$ cat src/core/ofrr_cfg.svh
// Offsets, field positions, reset values and delay decode for the fault reaction block
`ifndef OFRR_CFG_SVH
`define OFRR_CFG_SVH

// ----------------------------------------------------------------
// Register map
// ----------------------------------------------------------------
`define OFRR_REG_OFFSET 8'h41
`define OFRR_REG_RESET 8'h80

// ----------------------------------------------------------------
// Field positions
// ----------------------------------------------------------------
`define OFRR_MODE_HI 7
`define OFRR_MODE_LO 6
`define OFRR_RETRY_HI 5
`define OFRR_RETRY_LO 3
`define OFRR_DELAY_HI 2
`define OFRR_DELAY_LO 0

// ----------------------------------------------------------------
// Field codes
// ----------------------------------------------------------------
`define OFRR_MODE_IGNORE 2'h0
`define OFRR_MODE_DELAYED 2'h1
`define OFRR_MODE_SHUTDOWN 2'h2
`define OFRR_MODE_WHILE_PRESENT 2'h3
`define OFRR_RETRY_NONE 3'h0
`define OFRR_RETRY_ENDLESS 3'h7

// ----------------------------------------------------------------
// Delay code to number of time units
// ----------------------------------------------------------------
`define OFRR_UNITS_0 8'h01
`define OFRR_UNITS_1 8'h02
`define OFRR_UNITS_2 8'h04
`define OFRR_UNITS_3 8'h10
`define OFRR_UNITS_4 8'h08
`define OFRR_UNITS_5 8'h20
`define OFRR_UNITS_6 8'h40
`define OFRR_UNITS_7 8'h80

`endif

$ cat src/core/ofrr_pkg.sv
// Types shared by the fault reaction block
package ofrr_pkg;

  // ----------------------------------------------------------------
  // Controller states, one-hot
  // ----------------------------------------------------------------
  typedef enum logic [5:0] {
    OFRR_RUN     = 6'b000001,
    OFRR_DLYRUN  = 6'b000010,
    OFRR_HOLD    = 6'b000100,
    OFRR_WAIT    = 6'b001000,
    OFRR_TRY     = 6'b010000,
    OFRR_LATCH   = 6'b100000
  } ofrr_state_e;

  typedef logic [7:0] ofrr_units_t;

endpackage

$ cat src/core/ofrr_delay_timer.sv
// Delay timer counting external time-unit ticks for a decoded delay code
`include "ofrr_cfg.svh"

module ofrr_delay_timer
  import ofrr_pkg::*;
(
  input wire logic clk, // System clock
  input wire logic rst, // Synchronous reset, high
  input wire logic start, // Load and start, pulse
  input wire logic unit_tick, // One delay time unit elapsed
  input wire logic [2:0] code, // Delay code
  output logic done, // Delay expired, pulse
  output logic busy // Timer running
);

  ofrr_units_t cnt_r, cnt_nxt, load_val;
  logic busy_r, busy_nxt, done_r, done_nxt;

  // ----------------------------------------------------------------
  // Decode and count
  // ----------------------------------------------------------------
  // Code to unit count; code 4 has no printed value, 8 fills the gap
  always_comb begin
    case (code)
      3'h0: load_val = `OFRR_UNITS_0;
      3'h1: load_val = `OFRR_UNITS_1;
      3'h2: load_val = `OFRR_UNITS_2;
      3'h3: load_val = `OFRR_UNITS_3;
      3'h4: load_val = `OFRR_UNITS_4;
      3'h5: load_val = `OFRR_UNITS_5;
      3'h6: load_val = `OFRR_UNITS_6;
      default: load_val = `OFRR_UNITS_7;
    endcase
  end

  // Start always restarts, so a new attempt never inherits old time
  always_comb begin
    cnt_nxt = cnt_r;
    busy_nxt = busy_r;
    done_nxt = 1'b0;
    if (start) begin
      cnt_nxt = load_val;
      busy_nxt = 1'b1;
    end else if (busy_r && unit_tick) begin
      if (cnt_r == 8'h01) begin
        busy_nxt = 1'b0;
        done_nxt = 1'b1;
      end else begin
        cnt_nxt = cnt_r - 8'h01;
      end
    end
  end

  always_ff @(posedge clk) begin
    if (rst) begin
      cnt_r <= 8'h00;
      busy_r <= 1'b0;
      done_r <= 1'b0;
    end else begin
      cnt_r <= cnt_nxt;
      busy_r <= busy_nxt;
      done_r <= done_nxt;
    end
  end

  assign done = done_r;
  assign busy = busy_r;

  // ----------------------------------------------------------------
  // Checks
  // ----------------------------------------------------------------
  load_count_a: assert property (@(posedge clk) disable iff (rst)
    start |=> (busy_r && cnt_r == $past(load_val)))
    else $error("timer did not load decoded unit count");

  expire_a: assert property (@(posedge clk) disable iff (rst)
    (!start && busy_r && unit_tick && cnt_r == 8'h01) |=> (done_r && !busy_r))
    else $error("timer did not expire on last unit");

endmodule

$ cat src/core/ofrr_fault_ctrl.sv
// Output over-voltage fault reaction and restart controller
`include "ofrr_cfg.svh"

// Notes on behaviour
// - Mode 10: disable output at once, then follow retry setting.
// - Mode 11: output off only while fault persists, then back on.
// - Retry 000: no restart; stay off until a clearing event.
// - Retry 111: restart without limit.
// - Retry 1..3: that many attempts, then latch off until cleared.
// - Attempt starts are spaced by delay units times unit time.
// - Latch released by status clear, clear-faults, or reset.
// - Latch also released by commanding output off then on.
// - Mode 00: ignore the fault, keep converting.
// - Mode 01: keep running for delay; if still faulted, apply retries.
// - Delay code decodes to 1,2,4,16,8,32,64,128 units.
// - Retry 4..6: that many attempts, same latch-off after failure.
module ofrr_fault_ctrl
  import ofrr_pkg::*;
(
  input wire logic clk, // System clock, 200 MHz
  input wire logic rst, // Synchronous reset, high
  input wire logic reg_wr, // Register write strobe
  input wire logic reg_rd, // Register read strobe
  input wire logic [7:0] reg_addr, // Command code
  input wire logic [7:0] reg_wdata, // Write data
  output logic [7:0] reg_rdata, // Read data, one cycle after strobe
  input wire logic ov_fault, // Over-voltage condition present
  input wire logic unit_tick, // One delay time unit elapsed
  input wire logic on_cmd, // Combined on/off command, high = on
  input wire logic clear_faults, // Clear-faults command, pulse
  input wire logic status_clr, // Individual status bit clear, pulse
  output logic out_en, // Power stage enable
  output logic fault_latched, // Latched-off status bit
  output logic [2:0] retries_left // Remaining attempts
);

  // ----------------------------------------------------------------
  // Configuration register
  // ----------------------------------------------------------------
  logic [7:0] cfg_r, cfg_nxt, rdata_r, rdata_nxt;
  logic [1:0] mode;
  logic [2:0] retry_set, delay_code;

  // Only the documented code is writable; other codes read as zero
  always_comb begin
    cfg_nxt = cfg_r;
    rdata_nxt = rdata_r;
    if (reg_wr && reg_addr == `OFRR_REG_OFFSET) begin
      cfg_nxt = reg_wdata;
    end
    if (reg_rd) begin
      rdata_nxt = (reg_addr == `OFRR_REG_OFFSET) ? cfg_r : 8'h00;
    end
  end

  always_ff @(posedge clk) begin
    if (rst) begin
      cfg_r <= `OFRR_REG_RESET;
      rdata_r <= 8'h00;
    end else begin
      cfg_r <= cfg_nxt;
      rdata_r <= rdata_nxt;
    end
  end

  assign mode = cfg_r[`OFRR_MODE_HI:`OFRR_MODE_LO];
  assign retry_set = cfg_r[`OFRR_RETRY_HI:`OFRR_RETRY_LO];
  assign delay_code = cfg_r[`OFRR_DELAY_HI:`OFRR_DELAY_LO];
  assign reg_rdata = rdata_r;

  // ----------------------------------------------------------------
  // Delay timer
  // ----------------------------------------------------------------
  logic tmr_start, tmr_done;

  ofrr_delay_timer u_timer (
    .clk(clk),
    .rst(rst),
    .start(tmr_start),
    .unit_tick(unit_tick),
    .code(delay_code),
    .done(tmr_done),
    .busy()
  );

  // ----------------------------------------------------------------
  // Reaction state machine
  // ----------------------------------------------------------------
  ofrr_state_e state_r, state_nxt;
  logic [2:0] remain_r, remain_nxt;
  logic off_seen_r, off_seen_nxt, out_en_r, out_en_nxt;
  logic endless;

  assign endless = (retry_set == `OFRR_RETRY_ENDLESS);

  // Next state; a latch entered this cycle is not hit by a clear
  // arriving now, since clears only act from the latched state
  always_comb begin
    state_nxt = state_r;
    remain_nxt = remain_r;
    off_seen_nxt = 1'b0;
    tmr_start = 1'b0;
    case (state_r)
      OFRR_RUN: begin
        if (ov_fault) begin
          case (mode)
            `OFRR_MODE_DELAYED: begin
              state_nxt = OFRR_DLYRUN;
              tmr_start = 1'b1;
            end
            `OFRR_MODE_SHUTDOWN: begin
              remain_nxt = retry_set;
              if (retry_set == `OFRR_RETRY_NONE) begin
                state_nxt = OFRR_LATCH;
              end else begin
                state_nxt = OFRR_WAIT;
                tmr_start = 1'b1;
              end
            end
            `OFRR_MODE_WHILE_PRESENT: state_nxt = OFRR_HOLD;
            default: state_nxt = OFRR_RUN;
          endcase
        end
      end
      OFRR_DLYRUN: begin
        // Output stays on through the delay, fault checked at its end
        if (tmr_done) begin
          if (!ov_fault) begin
            state_nxt = OFRR_RUN;
          end else if (retry_set == `OFRR_RETRY_NONE) begin
            state_nxt = OFRR_LATCH;
          end else begin
            remain_nxt = retry_set;
            state_nxt = OFRR_WAIT;
            tmr_start = 1'b1;
          end
        end
      end
      OFRR_HOLD: begin
        if (!ov_fault) begin
          state_nxt = OFRR_RUN;
        end
      end
      OFRR_WAIT: begin
        if (tmr_done) begin
          state_nxt = OFRR_TRY;
          tmr_start = 1'b1;
        end
      end
      OFRR_TRY: begin
        // Attempt survives one full delay without fault to count as good.
        // A failed attempt leaves the timer running, so the next start comes
        // one delay after this one began, not one delay after the failure
        if (ov_fault) begin
          tmr_start = tmr_done; // Spacing already spent: wait a fresh delay
          if (endless) begin
            state_nxt = OFRR_WAIT;
          end else if (remain_r <= 3'h1) begin
            remain_nxt = 3'h0;
            state_nxt = OFRR_LATCH;
          end else begin
            remain_nxt = remain_r - 3'h1;
            state_nxt = OFRR_WAIT;
          end
        end else if (tmr_done) begin
          state_nxt = OFRR_RUN;
        end
      end
      OFRR_LATCH: begin
        off_seen_nxt = off_seen_r | ~on_cmd;
        if (status_clr || clear_faults) begin
          state_nxt = OFRR_RUN;
        end else if (off_seen_r && on_cmd) begin
          state_nxt = OFRR_RUN;
        end
      end
      default: state_nxt = OFRR_RUN;
    endcase
    out_en_nxt = on_cmd && (state_nxt == OFRR_RUN || state_nxt == OFRR_DLYRUN ||
                            state_nxt == OFRR_TRY);
  end

  // Reset also releases a latched fault
  always_ff @(posedge clk) begin
    if (rst) begin
      state_r <= OFRR_RUN;
      remain_r <= 3'h0;
      off_seen_r <= 1'b0;
      out_en_r <= 1'b0;
    end else begin
      state_r <= state_nxt;
      remain_r <= remain_nxt;
      off_seen_r <= off_seen_nxt;
      out_en_r <= out_en_nxt;
    end
  end

  assign out_en = out_en_r;
  assign fault_latched = (state_r == OFRR_LATCH);
  assign retries_left = remain_r;

  // ----------------------------------------------------------------
  // Checks
  // ----------------------------------------------------------------
  shut_now_a: assert property (@(posedge clk) disable iff (rst)
    (state_r == OFRR_RUN && ov_fault && mode == `OFRR_MODE_SHUTDOWN) |=> !out_en_r)
    else $error("shutdown mode left output on after fault");

  hold_cycle_a: assert property (@(posedge clk) disable iff (rst)
    (state_r == OFRR_HOLD && !ov_fault && on_cmd) |=> (out_en_r && state_r == OFRR_RUN))
    else $error("output not restored after fault went away");

  no_retry_a: assert property (@(posedge clk) disable iff (rst)
    (state_r == OFRR_RUN && ov_fault && mode == `OFRR_MODE_SHUTDOWN &&
     retry_set == `OFRR_RETRY_NONE) |=> fault_latched)
    else $error("zero retries did not latch off");

  endless_a: assert property (@(posedge clk) disable iff (rst)
    (state_r == OFRR_TRY && ov_fault && endless) |=> (state_r == OFRR_WAIT))
    else $error("endless retry stopped retrying");

  last_fail_a: assert property (@(posedge clk) disable iff (rst)
    (state_r == OFRR_TRY && ov_fault && !endless && remain_r == 3'h1)
    |=> (fault_latched && !out_en_r) [*2])
    else $error("last failed attempt did not latch off");

  spacing_a: assert property (@(posedge clk) disable iff (rst)
    (state_r == OFRR_WAIT && tmr_done) |=> (state_r == OFRR_TRY))
    else $error("attempt did not start when delay expired");

  release_a: assert property (@(posedge clk) disable iff (rst)
    (fault_latched && (status_clr || clear_faults)) |=> (state_r == OFRR_RUN))
    else $error("clear did not release latched fault");

  toggle_a: assert property (@(posedge clk) disable iff (rst)
    (fault_latched && !on_cmd && !status_clr && !clear_faults ##1 on_cmd)
    |=> (state_r == OFRR_RUN))
    else $error("off then on did not release latched fault");

  ignore_a: assert property (@(posedge clk) disable iff (rst)
    (state_r == OFRR_RUN && mode == `OFRR_MODE_IGNORE && on_cmd) |=> out_en_r)
    else $error("ignore mode interrupted the output");

  delay_run_a: assert property (@(posedge clk) disable iff (rst)
    (state_r == OFRR_RUN && ov_fault && mode == `OFRR_MODE_DELAYED && on_cmd)
    |=> (out_en_r && state_r == OFRR_DLYRUN))
    else $error("delayed mode did not keep running");

  decrement_a: assert property (@(posedge clk) disable iff (rst)
    (state_r == OFRR_TRY && ov_fault && !endless && remain_r > 3'h1)
    |=> (remain_r == $past(remain_r) - 3'h1 && state_r == OFRR_WAIT))
    else $error("failed attempt did not use up a retry");

  latch_c: cover property (@(posedge clk) disable iff (rst)
    state_r == OFRR_TRY ##1 state_r == OFRR_LATCH);
  recover_c: cover property (@(posedge clk) disable iff (rst)
    state_r == OFRR_TRY ##1 state_r == OFRR_RUN);
  hold_c: cover property (@(posedge clk) disable iff (rst)
    state_r == OFRR_HOLD ##1 state_r == OFRR_RUN);

endmodule

$ cat config.mk
export PLATFORM = sky130hd
export DESIGN_NAME = ofrr_fault_ctrl
export DESIGN_NICKNAME = d
export VERILOG_FILES = /design/src/core/ofrr_pkg.sv /design/src/core/ofrr_delay_timer.sv /design/src/core/ofrr_fault_ctrl.sv
export VERILOG_INCLUDE_DIRS = /design/src /design/src/core
export SDC_FILE = /design/constraint.sdc
export NUM_CORES = 1
export LEC_CHECK = 0
export ABC_CLOCK_PERIOD_IN_PS = 2300
export BUFFER_PORTS_ARGS = -buffer_cell sky130_fd_sc_hd__buf_2
export CAP_MARGIN = 25
export CORE_MARGIN = 2
export CORE_UTILIZATION = 40
export DETAILED_ROUTE_END_ITERATION = 6
export GPL_TIMING_DRIVEN = 0
export PLACE_DENSITY_LB_ADDON = 0.3
export SYNTH_ARGS = -nofsm -noshare
export SYNTH_HDL_FRONTEND = slang
export SYNTH_SLANG_ARGS = --single-unit
$ cat constraint.sdc
create_clock -name clk -period 2.3 [get_ports clk]
set_input_delay 0.23 -clock clk [delete_from_list [all_inputs] [get_ports clk]]
set_output_delay 0.23 -clock clk [all_outputs]
set_load 0.02 [all_outputs]
==> results of run 1 <==
-- cell usage after synthesis, types with 5 or more instances --
master and number:
a211oi_1 5, a21oi_1 27, and3_1 5, clkbuf_1 12, dfxtp_1 37, ha_1 8
inv_1 16, nand2_1 18, nand2b_1 10, nand3_1 28, nor2_1 12, nor3_1 9
-- final timing paths --
check                                                      to                       from  cells after the start  slack [ns]
worst max-delay path            u_timer.cnt_r[4]$_SDFFE_PP0P_      state_r[1]$_SDFF_PP0_                      6        0.07
worst min-delay path                    cfg_r[5]$_SDFFE_PP0P_               reg_wdata[5]                      3        0.19
worst max register to register  u_timer.cnt_r[4]$_SDFFE_PP0P_      state_r[1]$_SDFF_PP0_                      6        0.07
worst min register to register      reg_rdata[7]$_SDFFE_PP0P_  reg_rdata[7]$_SDFFE_PP0P_                      2        0.47
-- cells by family (layout without fill, tap and decap cells) --
logic type	after synthesis	count (layout)	synth area share
AO/OA/AOI/OAI	71	71	0.233
XOR/XNOR	5	5	0.0193
adder cells (fa/ha/maj)	9	9	0.0490
buffers and inverters	34	77	0.0650
flip-flops	37	37	0.326
multiplexers	6	6	0.0275
AND/OR/NAND/NOR	114	114	0.280
-- per-stage QoR --
step                      std cells  hold WS [ns]  setup TNS (ns)  instance area [sq um]
after floorplan                 276         0.377               0                   2270
after global placement          383         0.457         -0.0412                   2540
after detailed placement        383         0.461         -0.0383                   2540
after CTS                       391         0.181               0                   2660
after global routing            391         0.191               0                   2680
final                           391         0.190               0                   2680
-- power breakdown --
group	switching [W]	leakage (nW)	internal (W)
sequential	0.0000127	0.299	0.000657
clock	0.000237	0.0585	0.000354
combinational	0.000181	0.700	0.000130
total	0.000430	1.06	0.00114
-- routing by layer --
layer  up-vias  share of wire
met3         7          0.052
met2        72           0.45
li1       1114              -
met4         0          0.015
met1      1016           0.48
met5         -              0
-- tightest hold or removal path, stage by stage --
cell,delay [ns]
buf_2,0.10
nand3_1,0.05
a21oi_1,0.05
-- flip-flops by register name, summed over array words and instances (netlist names) --
register and flops:
cfg_r 8, reg_rdata 8, u_timer.cnt_r 8, state_r 6, retries_left 3, off_seen_r 1, out_en 1, u_timer.busy 1
u_timer.done 1
-- cells in the final DEF, fill, tap and decap left out, drive strengths merged, types with 4 or more instances in the layout --
| master | n |
|---|---|
| nor4 | 5 |
| nor4b | 4 |
| ha | 8 |
| clkbuf | 20 |
| a211oi | 5 |
| dfxtp | 37 |
| nor3 | 9 |
| inv | 16 |
| nand2 | 18 |
| a21oi | 27 |
| nand2b | 10 |
| nand3 | 28 |
| o21ai | 5 |
| nor2 | 13 |
| o2111ai | 4 |
| and3 | 5 |
| mux2i | 4 |
| o22ai | 4 |
| buf | 40 |
-- layout make-up --
type | instances | share of cell area
clock buffer | 7 | 0.0322
sequential | 37 | 0.277
clock inverter | 1 | 0.0112
inverter | 16 | 0.0224
multi-input combinational | 205 | 0.525
tap | 72 | 0.0336
timing repair buffer | 35 | 0.0654
buffer | 18 | 0.0332
-- what timing repair did --
action / in CTS / in global routing
gates resized for setup: 2 / 3
hold buffers: 0 / 0
setup endpoints to repair: 1 / 2
==> impl_metrics.prom, run 1 <==
# TYPE chip_impl_metric gauge
chip_impl_metric{name="routed-via-count",unit=""} 2209
chip_impl_metric{name="post-route-period-util",unit=""} 0.971
chip_impl_metric{name="irDropWorstVdd",unit="mV"} 0.422
chip_impl_metric{name="required_time_of_the_critical_path",unit="ns"} 2.54
chip_impl_info{name="synth_top_flop_cell",value="dfxtp_1"} 1
chip_impl_metric{name="grt_antenna_before_repair",unit=""} 0
chip_impl_metric{name="clock_sinks",unit=""} 37
chip_impl_metric{name="cts.repair_timing.setup_buffer_count",unit=""} 0
chip_impl_metric{name="post_drt_wl_per_cell",unit="um"} 14.3
chip_impl_metric{name="insertedDiodeCount",unit=""} 0
chip_impl_metric{name="yosys_warnings",unit=""} 0
chip_impl_info{name="crit_type",value="reg2reg"} 1
chip_impl_metric{name="ant_nets",unit=""} 0
chip_impl_metric{name="yosys_cell_types",unit=""} 66
chip_impl_metric{name="layout.area.seq",unit="sq um"} 741
chip_impl_metric{name="synthesis.nets",unit=""} 309
chip_impl_metric{name="grt_use_met3",unit=""} 0.0317
chip_impl_metric{name="post_synth_inst_count",unit=""} 276
chip_impl_metric{name="tightestPinTransition",unit="ns"} 0.727
chip_impl_metric{name="h-tree-depth",unit=""} 2
chip_impl_metric{name="cellPowerDensity",unit="nW/um^2"} 587
chip_impl_metric{name="globalRouteMet1Util",unit=""} 0.252
chip_impl_metric{name="drtIter0Drc",unit=""} 186
chip_impl_info{name="hold_path_class",value="in2reg"} 1
chip_impl_metric{name="setup-violations-final",unit=""} 0
chip_impl_info{name="grt_setup_unrepaired",value="false"} 1
chip_impl_info{name="gr-max-usage-layer",value="met2"} 1
chip_impl_metric{name="final_critical_path_setup_slack",unit="ns"} 0.0656
chip_impl_metric{name="critical_path.max_fanout",unit=""} 10
chip_impl_metric{name="timing.max_cap.violations",unit=""} 0
chip_impl_info{name="timing.critical_path.from_type",value="register"} 1
chip_impl_info{name="critPathTopFamily",value="compound AO/OA/AOI/OAI gates"} 1
chip_impl_metric{name="area_growth",unit="%"} 17.9
chip_impl_metric{name="die_h",unit="um"} 79.4
chip_impl_metric{name="total_leakage_power",unit="nW"} 1.06
chip_impl_info{name="run_status",value="finished, final reports clean"} 1
chip_impl_metric{name="post-route-min-period",unit="ns"} 2.23
chip_impl_metric{name="clock-skew-final",unit="ns"} 0.00591
chip_impl_info{name="worst_setup_path_end_kind",value="register"} 1
chip_impl_metric{name="post-route-util",unit=""} 0.486
chip_impl_metric{name="cts_buffers",unit=""} 5
chip_impl_metric{name="dieArea",unit="sq um"} 6300
chip_impl_metric{name="fillCellCount",unit=""} 515
chip_impl_metric{name="share_of_synthesized_registers_carrying_an_async_set_or_reset",unit=""} 0
chip_impl_info{name="tritoncts",value="built"} 1
chip_impl_info{name="ys_top_cells_by_area",value="dfxtp_1, nand3_1, a21oi_1, ha_1, nand2_1"} 1
chip_impl_metric{name="floorplan.initialDensity",unit=""} 0.413
chip_impl_metric{name="synth-seq-area-share",unit=""} 0.326
chip_impl_metric{name="hold_violations",unit=""} 0
chip_impl_metric{name="first_pass_iters",unit=""} 4
chip_impl_metric{name="std_cell_rows",unit=""} 27
chip_impl_info{name="post-synth-top-area-cell",value="dfxtp_1"} 1
chip_impl_metric{name="nets",unit=""} 351
chip_impl_info{name="timing.critical_path.cells",value="clkbuf_1 -> nor2b_1 -> and3_1 -> o221ai_4 -> a2111oi_1 -> o21a_1"} 1
chip_impl_metric{name="grt_overflow",unit=""} 0
chip_impl_info{name="cpMaxStageDelayCell",value="a2111oi_1"} 1
chip_impl_metric{name="synth_area_per_cell",unit="sq um"} 8.23
chip_impl_metric{name="syn_area",unit="sq um"} 2270
chip_impl_metric{name="finalPower",unit="W"} 0.00157
chip_impl_metric{name="grt_pass1_vias",unit=""} 2012
chip_impl_info{name="ctsRootBufferMaster",value="clkbuf_8"} 1
chip_impl_metric{name="post_drt_via_cell_ratio",unit=""} 5.65
chip_impl_metric{name="synth-edff-count",unit=""} 0
chip_impl_metric{name="maxSlewHeadroom",unit=""} 0.512
chip_impl_metric{name="grt_start_max_net_pins",unit=""} 12
chip_impl_metric{name="post-synth-top-area-fraction",unit=""} 0.326
chip_impl_metric{name="ctsLongestPathBuffers",unit=""} 2
chip_impl_metric{name="place.gp.congestion",unit=""} 0.917
chip_impl_metric{name="post-route-drc-count",unit=""} 0
chip_impl_metric{name="core-area",unit="sq um"} 5510
chip_impl_metric{name="dp_hpwl",unit="mm"} 4.09
chip_impl_metric{name="grt_use_met2",unit=""} 0.293
chip_impl_metric{name="worst_skew_pair.late_latency",unit="ns"} 0.29
chip_impl_metric{name="yosys_register_bits",unit=""} 37
chip_impl_metric{name="path_buf_inv",unit=""} 1
chip_impl_metric{name="slew_violations",unit=""} 0
chip_impl_metric{name="multi_input_area",unit="sq um"} 1410
chip_impl_metric{name="arrival",unit="ns"} 2.47
chip_impl_metric{name="grt_util_overall",unit=""} 0.184
chip_impl_metric{name="dp_slack",unit="ns"} -0.0383
chip_impl_metric{name="grt_pass1_wl",unit="mm"} 9.25
chip_impl_metric{name="drive_above_1_share",unit=""} 0.204
chip_impl_metric{name="pin_count",unit=""} 38
chip_impl_metric{name="worst_setup_hold_path_clk_slew",unit="ns"} 0.08
chip_impl_metric{name="postRouteWirelength",unit="mm"} 5.59
chip_impl_metric{name="max_freq",unit="MHz"} 448
chip_impl_metric{name="die_width",unit="um"} 79.4
chip_impl_metric{name="cpPeakStageDelay",unit="ns"} 0.45
chip_impl_metric{name="port_buffers",unit=""} 35
Note: power is estimated with default switching activity, not from simulation.
==> run 2: changes to the inputs <==
--- a/config.mk
+++ b/config.mk
@@ -6,11 +6,12 @@
 export SDC_FILE = /design/constraint.sdc
 export NUM_CORES = 1
 export LEC_CHECK = 0
-export ABC_CLOCK_PERIOD_IN_PS = 2300
-export BUFFER_PORTS_ARGS = -buffer_cell sky130_fd_sc_hd__buf_2
+export ABC_CLOCK_PERIOD_IN_PS = 1900
+export BUFFER_PORTS_ARGS = -buffer_cell sky130_fd_sc_hd__buf_4
 export CAP_MARGIN = 25
 export CORE_MARGIN = 2
 export CORE_UTILIZATION = 40
+export CTS_BUF_LIST = sky130_fd_sc_hd__clkbuf_8
 export DETAILED_ROUTE_END_ITERATION = 6
 export GPL_TIMING_DRIVEN = 0
 export PLACE_DENSITY_LB_ADDON = 0.3
==> constraint.sdc (replaced) <==
create_clock -name clk -period 1.9 [get_ports clk]
set_input_delay 0.19 -clock clk [delete_from_list [all_inputs] [get_ports clk]]
set_output_delay 0.19 -clock clk [all_outputs]
set_load 0.02 [all_outputs]
==> impl_metrics.prom, run 2 (synthesis gave the netlist of run 1 again) <==
# TYPE chip_impl_metric gauge
chip_impl_metric{name="pin_count",unit=""} 38
chip_impl_metric{name="floorplan.initialDensity",unit=""} 0.413
chip_impl_metric{name="grt_antenna_before_repair",unit=""} 0
chip_impl_metric{name="critical_path.max_fanout",unit=""} 6
chip_impl_metric{name="finish.cell_count_without_fillers",unit=""} 397
chip_impl_info{name="grt_setup_unrepaired",value="true"} 1
chip_impl_metric{name="post-route-period-util",unit=""} 1.04
chip_impl_metric{name="max_freq",unit="MHz"} 506
chip_impl_info{name="failing_checks",value="setup timing"} 1
chip_impl_metric{name="arrival",unit="ns"} 2.23
chip_impl_metric{name="cts.hold.buffers_added",unit=""} 0
chip_impl_metric{name="irDropWorstVdd",unit="mV"} 0.389
chip_impl_metric{name="grt_start_max_net_pins",unit=""} 14
chip_impl_metric{name="hold_violations",unit=""} 0
chip_impl_metric{name="total_leakage_power",unit="nW"} 1.12
chip_impl_metric{name="nets",unit=""} 357
chip_impl_metric{name="port_buffers",unit=""} 35
chip_impl_metric{name="fillCellCount",unit=""} 506
chip_impl_info{name="tritoncts",value="built"} 1
chip_impl_metric{name="area_growth",unit="%"} 29.2
chip_impl_metric{name="grt_overflow",unit=""} 0
chip_impl_metric{name="reg2reg_setup_slack",unit="ns"} -0.08
chip_impl_metric{name="ctsLongestPathBuffers",unit=""} 2
chip_impl_metric{name="required_time_of_the_critical_path",unit="ns"} 2.15
chip_impl_metric{name="slew_violations",unit=""} 0
chip_impl_info{name="most_common_cell_after_layout_fill_and_taps_aside",value="buf_4"} 1
chip_impl_metric{name="place.detailed.instances",unit=""} 383
chip_impl_metric{name="grt_pass1_wl",unit="mm"} 9.92
chip_impl_metric{name="post_drt_wl_per_cell",unit="um"} 15.6
chip_impl_metric{name="dp_hpwl",unit="mm"} 4.32
chip_impl_metric{name="drtIter0Drc",unit=""} 168
chip_impl_metric{name="first_pass_iters",unit=""} 5
chip_impl_metric{name="die_width",unit="um"} 79.4
chip_impl_metric{name="post-route-min-period",unit="ns"} 1.98
chip_impl_metric{name="final_critical_path_setup_slack",unit="ns"} -0.0770
chip_impl_info{name="worst_setup_path_end_kind",value="register"} 1
chip_impl_metric{name="tightestPinTransition",unit="ns"} 0.560
chip_impl_metric{name="dieArea",unit="sq um"} 6300
chip_impl_metric{name="clock-skew-final",unit="ns"} 0.00431
chip_impl_metric{name="grt_pass1_vias",unit=""} 2006
chip_impl_metric{name="drive_above_1_share",unit=""} 0.280
chip_impl_metric{name="cellPowerDensity",unit="nW/um^2"} 669
chip_impl_metric{name="worst_skew_pair.late_latency",unit="ns"} 0.30
chip_impl_info{name="timing.critical_path.from_type",value="register"} 1
chip_impl_metric{name="core-area",unit="sq um"} 5510
chip_impl_metric{name="cts_buffers",unit=""} 5
chip_impl_metric{name="h-tree-depth",unit=""} 2
chip_impl_metric{name="grt_util_overall",unit=""} 0.200
chip_impl_metric{name="setup-violations-final",unit=""} 11
chip_impl_metric{name="post_drt_via_cell_ratio",unit=""} 5.78
chip_impl_metric{name="ant_nets",unit=""} 0
chip_impl_metric{name="std_cell_rows",unit=""} 27
chip_impl_metric{name="maxSlewHeadroom",unit=""} 0.627
chip_impl_metric{name="multi_input_area",unit="sq um"} 1520
chip_impl_metric{name="postRouteWirelength",unit="mm"} 6.20
chip_impl_info{name="crit_type",value="reg2reg"} 1
chip_impl_metric{name="layout.area.seq",unit="sq um"} 746
chip_impl_metric{name="finalPower",unit="W"} 0.00196
chip_impl_metric{name="die_h",unit="um"} 79.4
chip_impl_metric{name="timing.max_cap.violations",unit=""} 0
chip_impl_metric{name="clock_sinks",unit=""} 37
chip_impl_metric{name="worst_setup_hold_path_clk_slew",unit="ns"} 0.08
chip_impl_info{name="run_status",value="finished with violations"} 1
chip_impl_metric{name="finalSetupTns",unit="ns"} -0.350
chip_impl_info{name="hold_path_class",value="in2reg"} 1
chip_impl_metric{name="routed-via-count",unit=""} 2293
chip_impl_info{name="ctsRootBufferMaster",value="clkbuf_8"} 1
chip_impl_metric{name="place.gp.congestion",unit=""} 0.892
chip_impl_info{name="leading_cell_types_in_the_layout_fill_and_taps_excluded",value="buf_4, dfxtp_1, nand3_1, a21oi_1, nand2_1"} 1
chip_impl_metric{name="post-route-drc-count",unit=""} 0
chip_impl_metric{name="insertedDiodeCount",unit=""} 0
[run 2: layout make-up]
type / instances / share of cell area
Buffer: 14 / 0.0226
Clock inverter: 3 / 0.0158
Inverter: 16 / 0.0205
Tap cell: 72 / 0.0307
Multi-Input combinational cell: 205 / 0.517
Sequential cell: 37 / 0.254
Clock buffer: 5 / 0.0234
Timing Repair Buffer: 45 / 0.116
[run 2: worst paths after layout]
kind / from / to / depth (start not counted)
max: state_r[4]$_SDFF_PP0_ / u_timer.cnt_r[4]$_SDFFE_PP0P_ / 5
min: reg_wdata[4] / cfg_r[4]$_SDFFE_PP0P_ / 3
max reg2reg: state_r[4]$_SDFF_PP0_ / u_timer.cnt_r[4]$_SDFFE_PP0P_ / 5
min reg2reg: reg_rdata[1]$_SDFFE_PP0P_ / reg_rdata[1]$_SDFFE_PP0P_ / 2
[run 2: layer usage]
| layer | GRT usage | up-vias | wire length (um) | share of wire |
|---|---|---|---|---|
| met1 | 0.265 | 1095 | 2880 | 0.46 |
| li1 | - | 1122 | - | - |
| met3 | 0.0464 | 7 | 310 | 0.050 |
| met2 | 0.321 | 69 | 2930 | 0.47 |
| met4 | 0.0638 | 0 | 82 | 0.013 |
| met5 | 0 | - | 0 | 0 |
[run 2: what timing repair did]
item                                    4_1_cts  5_1_grt
buffers inserted                              7        4
gates resized for setup                      24       10
pin swaps                                     8        9
endpoints found under the setup margin       17       15
[run 2: stage by stage]
| step | hold WS (ns) | utilization | setup WS [ns] | instance area, sq um |
|---|---|---|---|---|
| 2_1_floorplan | 0.337 | - | -0.0847 | 2280 |
| 3_3_place_gp | 0.451 | 0.478 | -0.378 | 2630 |
| 3_5_place_dp | 0.462 | 0.478 | -0.409 | 2630 |
| 4_1_cts | 0.141 | 0.521 | -0.0793 | 2870 |
| 5_1_grt | 0.137 | 0.533 | -0.132 | 2940 |
| 6_report | 0.143 | 0.533 | -0.0770 | 2940 |
[run 2: critical path, cell delays in order, from the launching register on]
cell and delay [ns]:
dfxtp_4 0.36, or4_4 0.61, o22ai_4 0.24, o221ai_4 0.16, a2111oi_4 0.41, o21a_1 0.14
[run 2: power by group]
group,internal (W),switching [W]
Clock,0.000393,0.000322
Combinational,0.000197,0.000228
Sequential,0.000794,0.0000304
Total,0.00138,0.000581
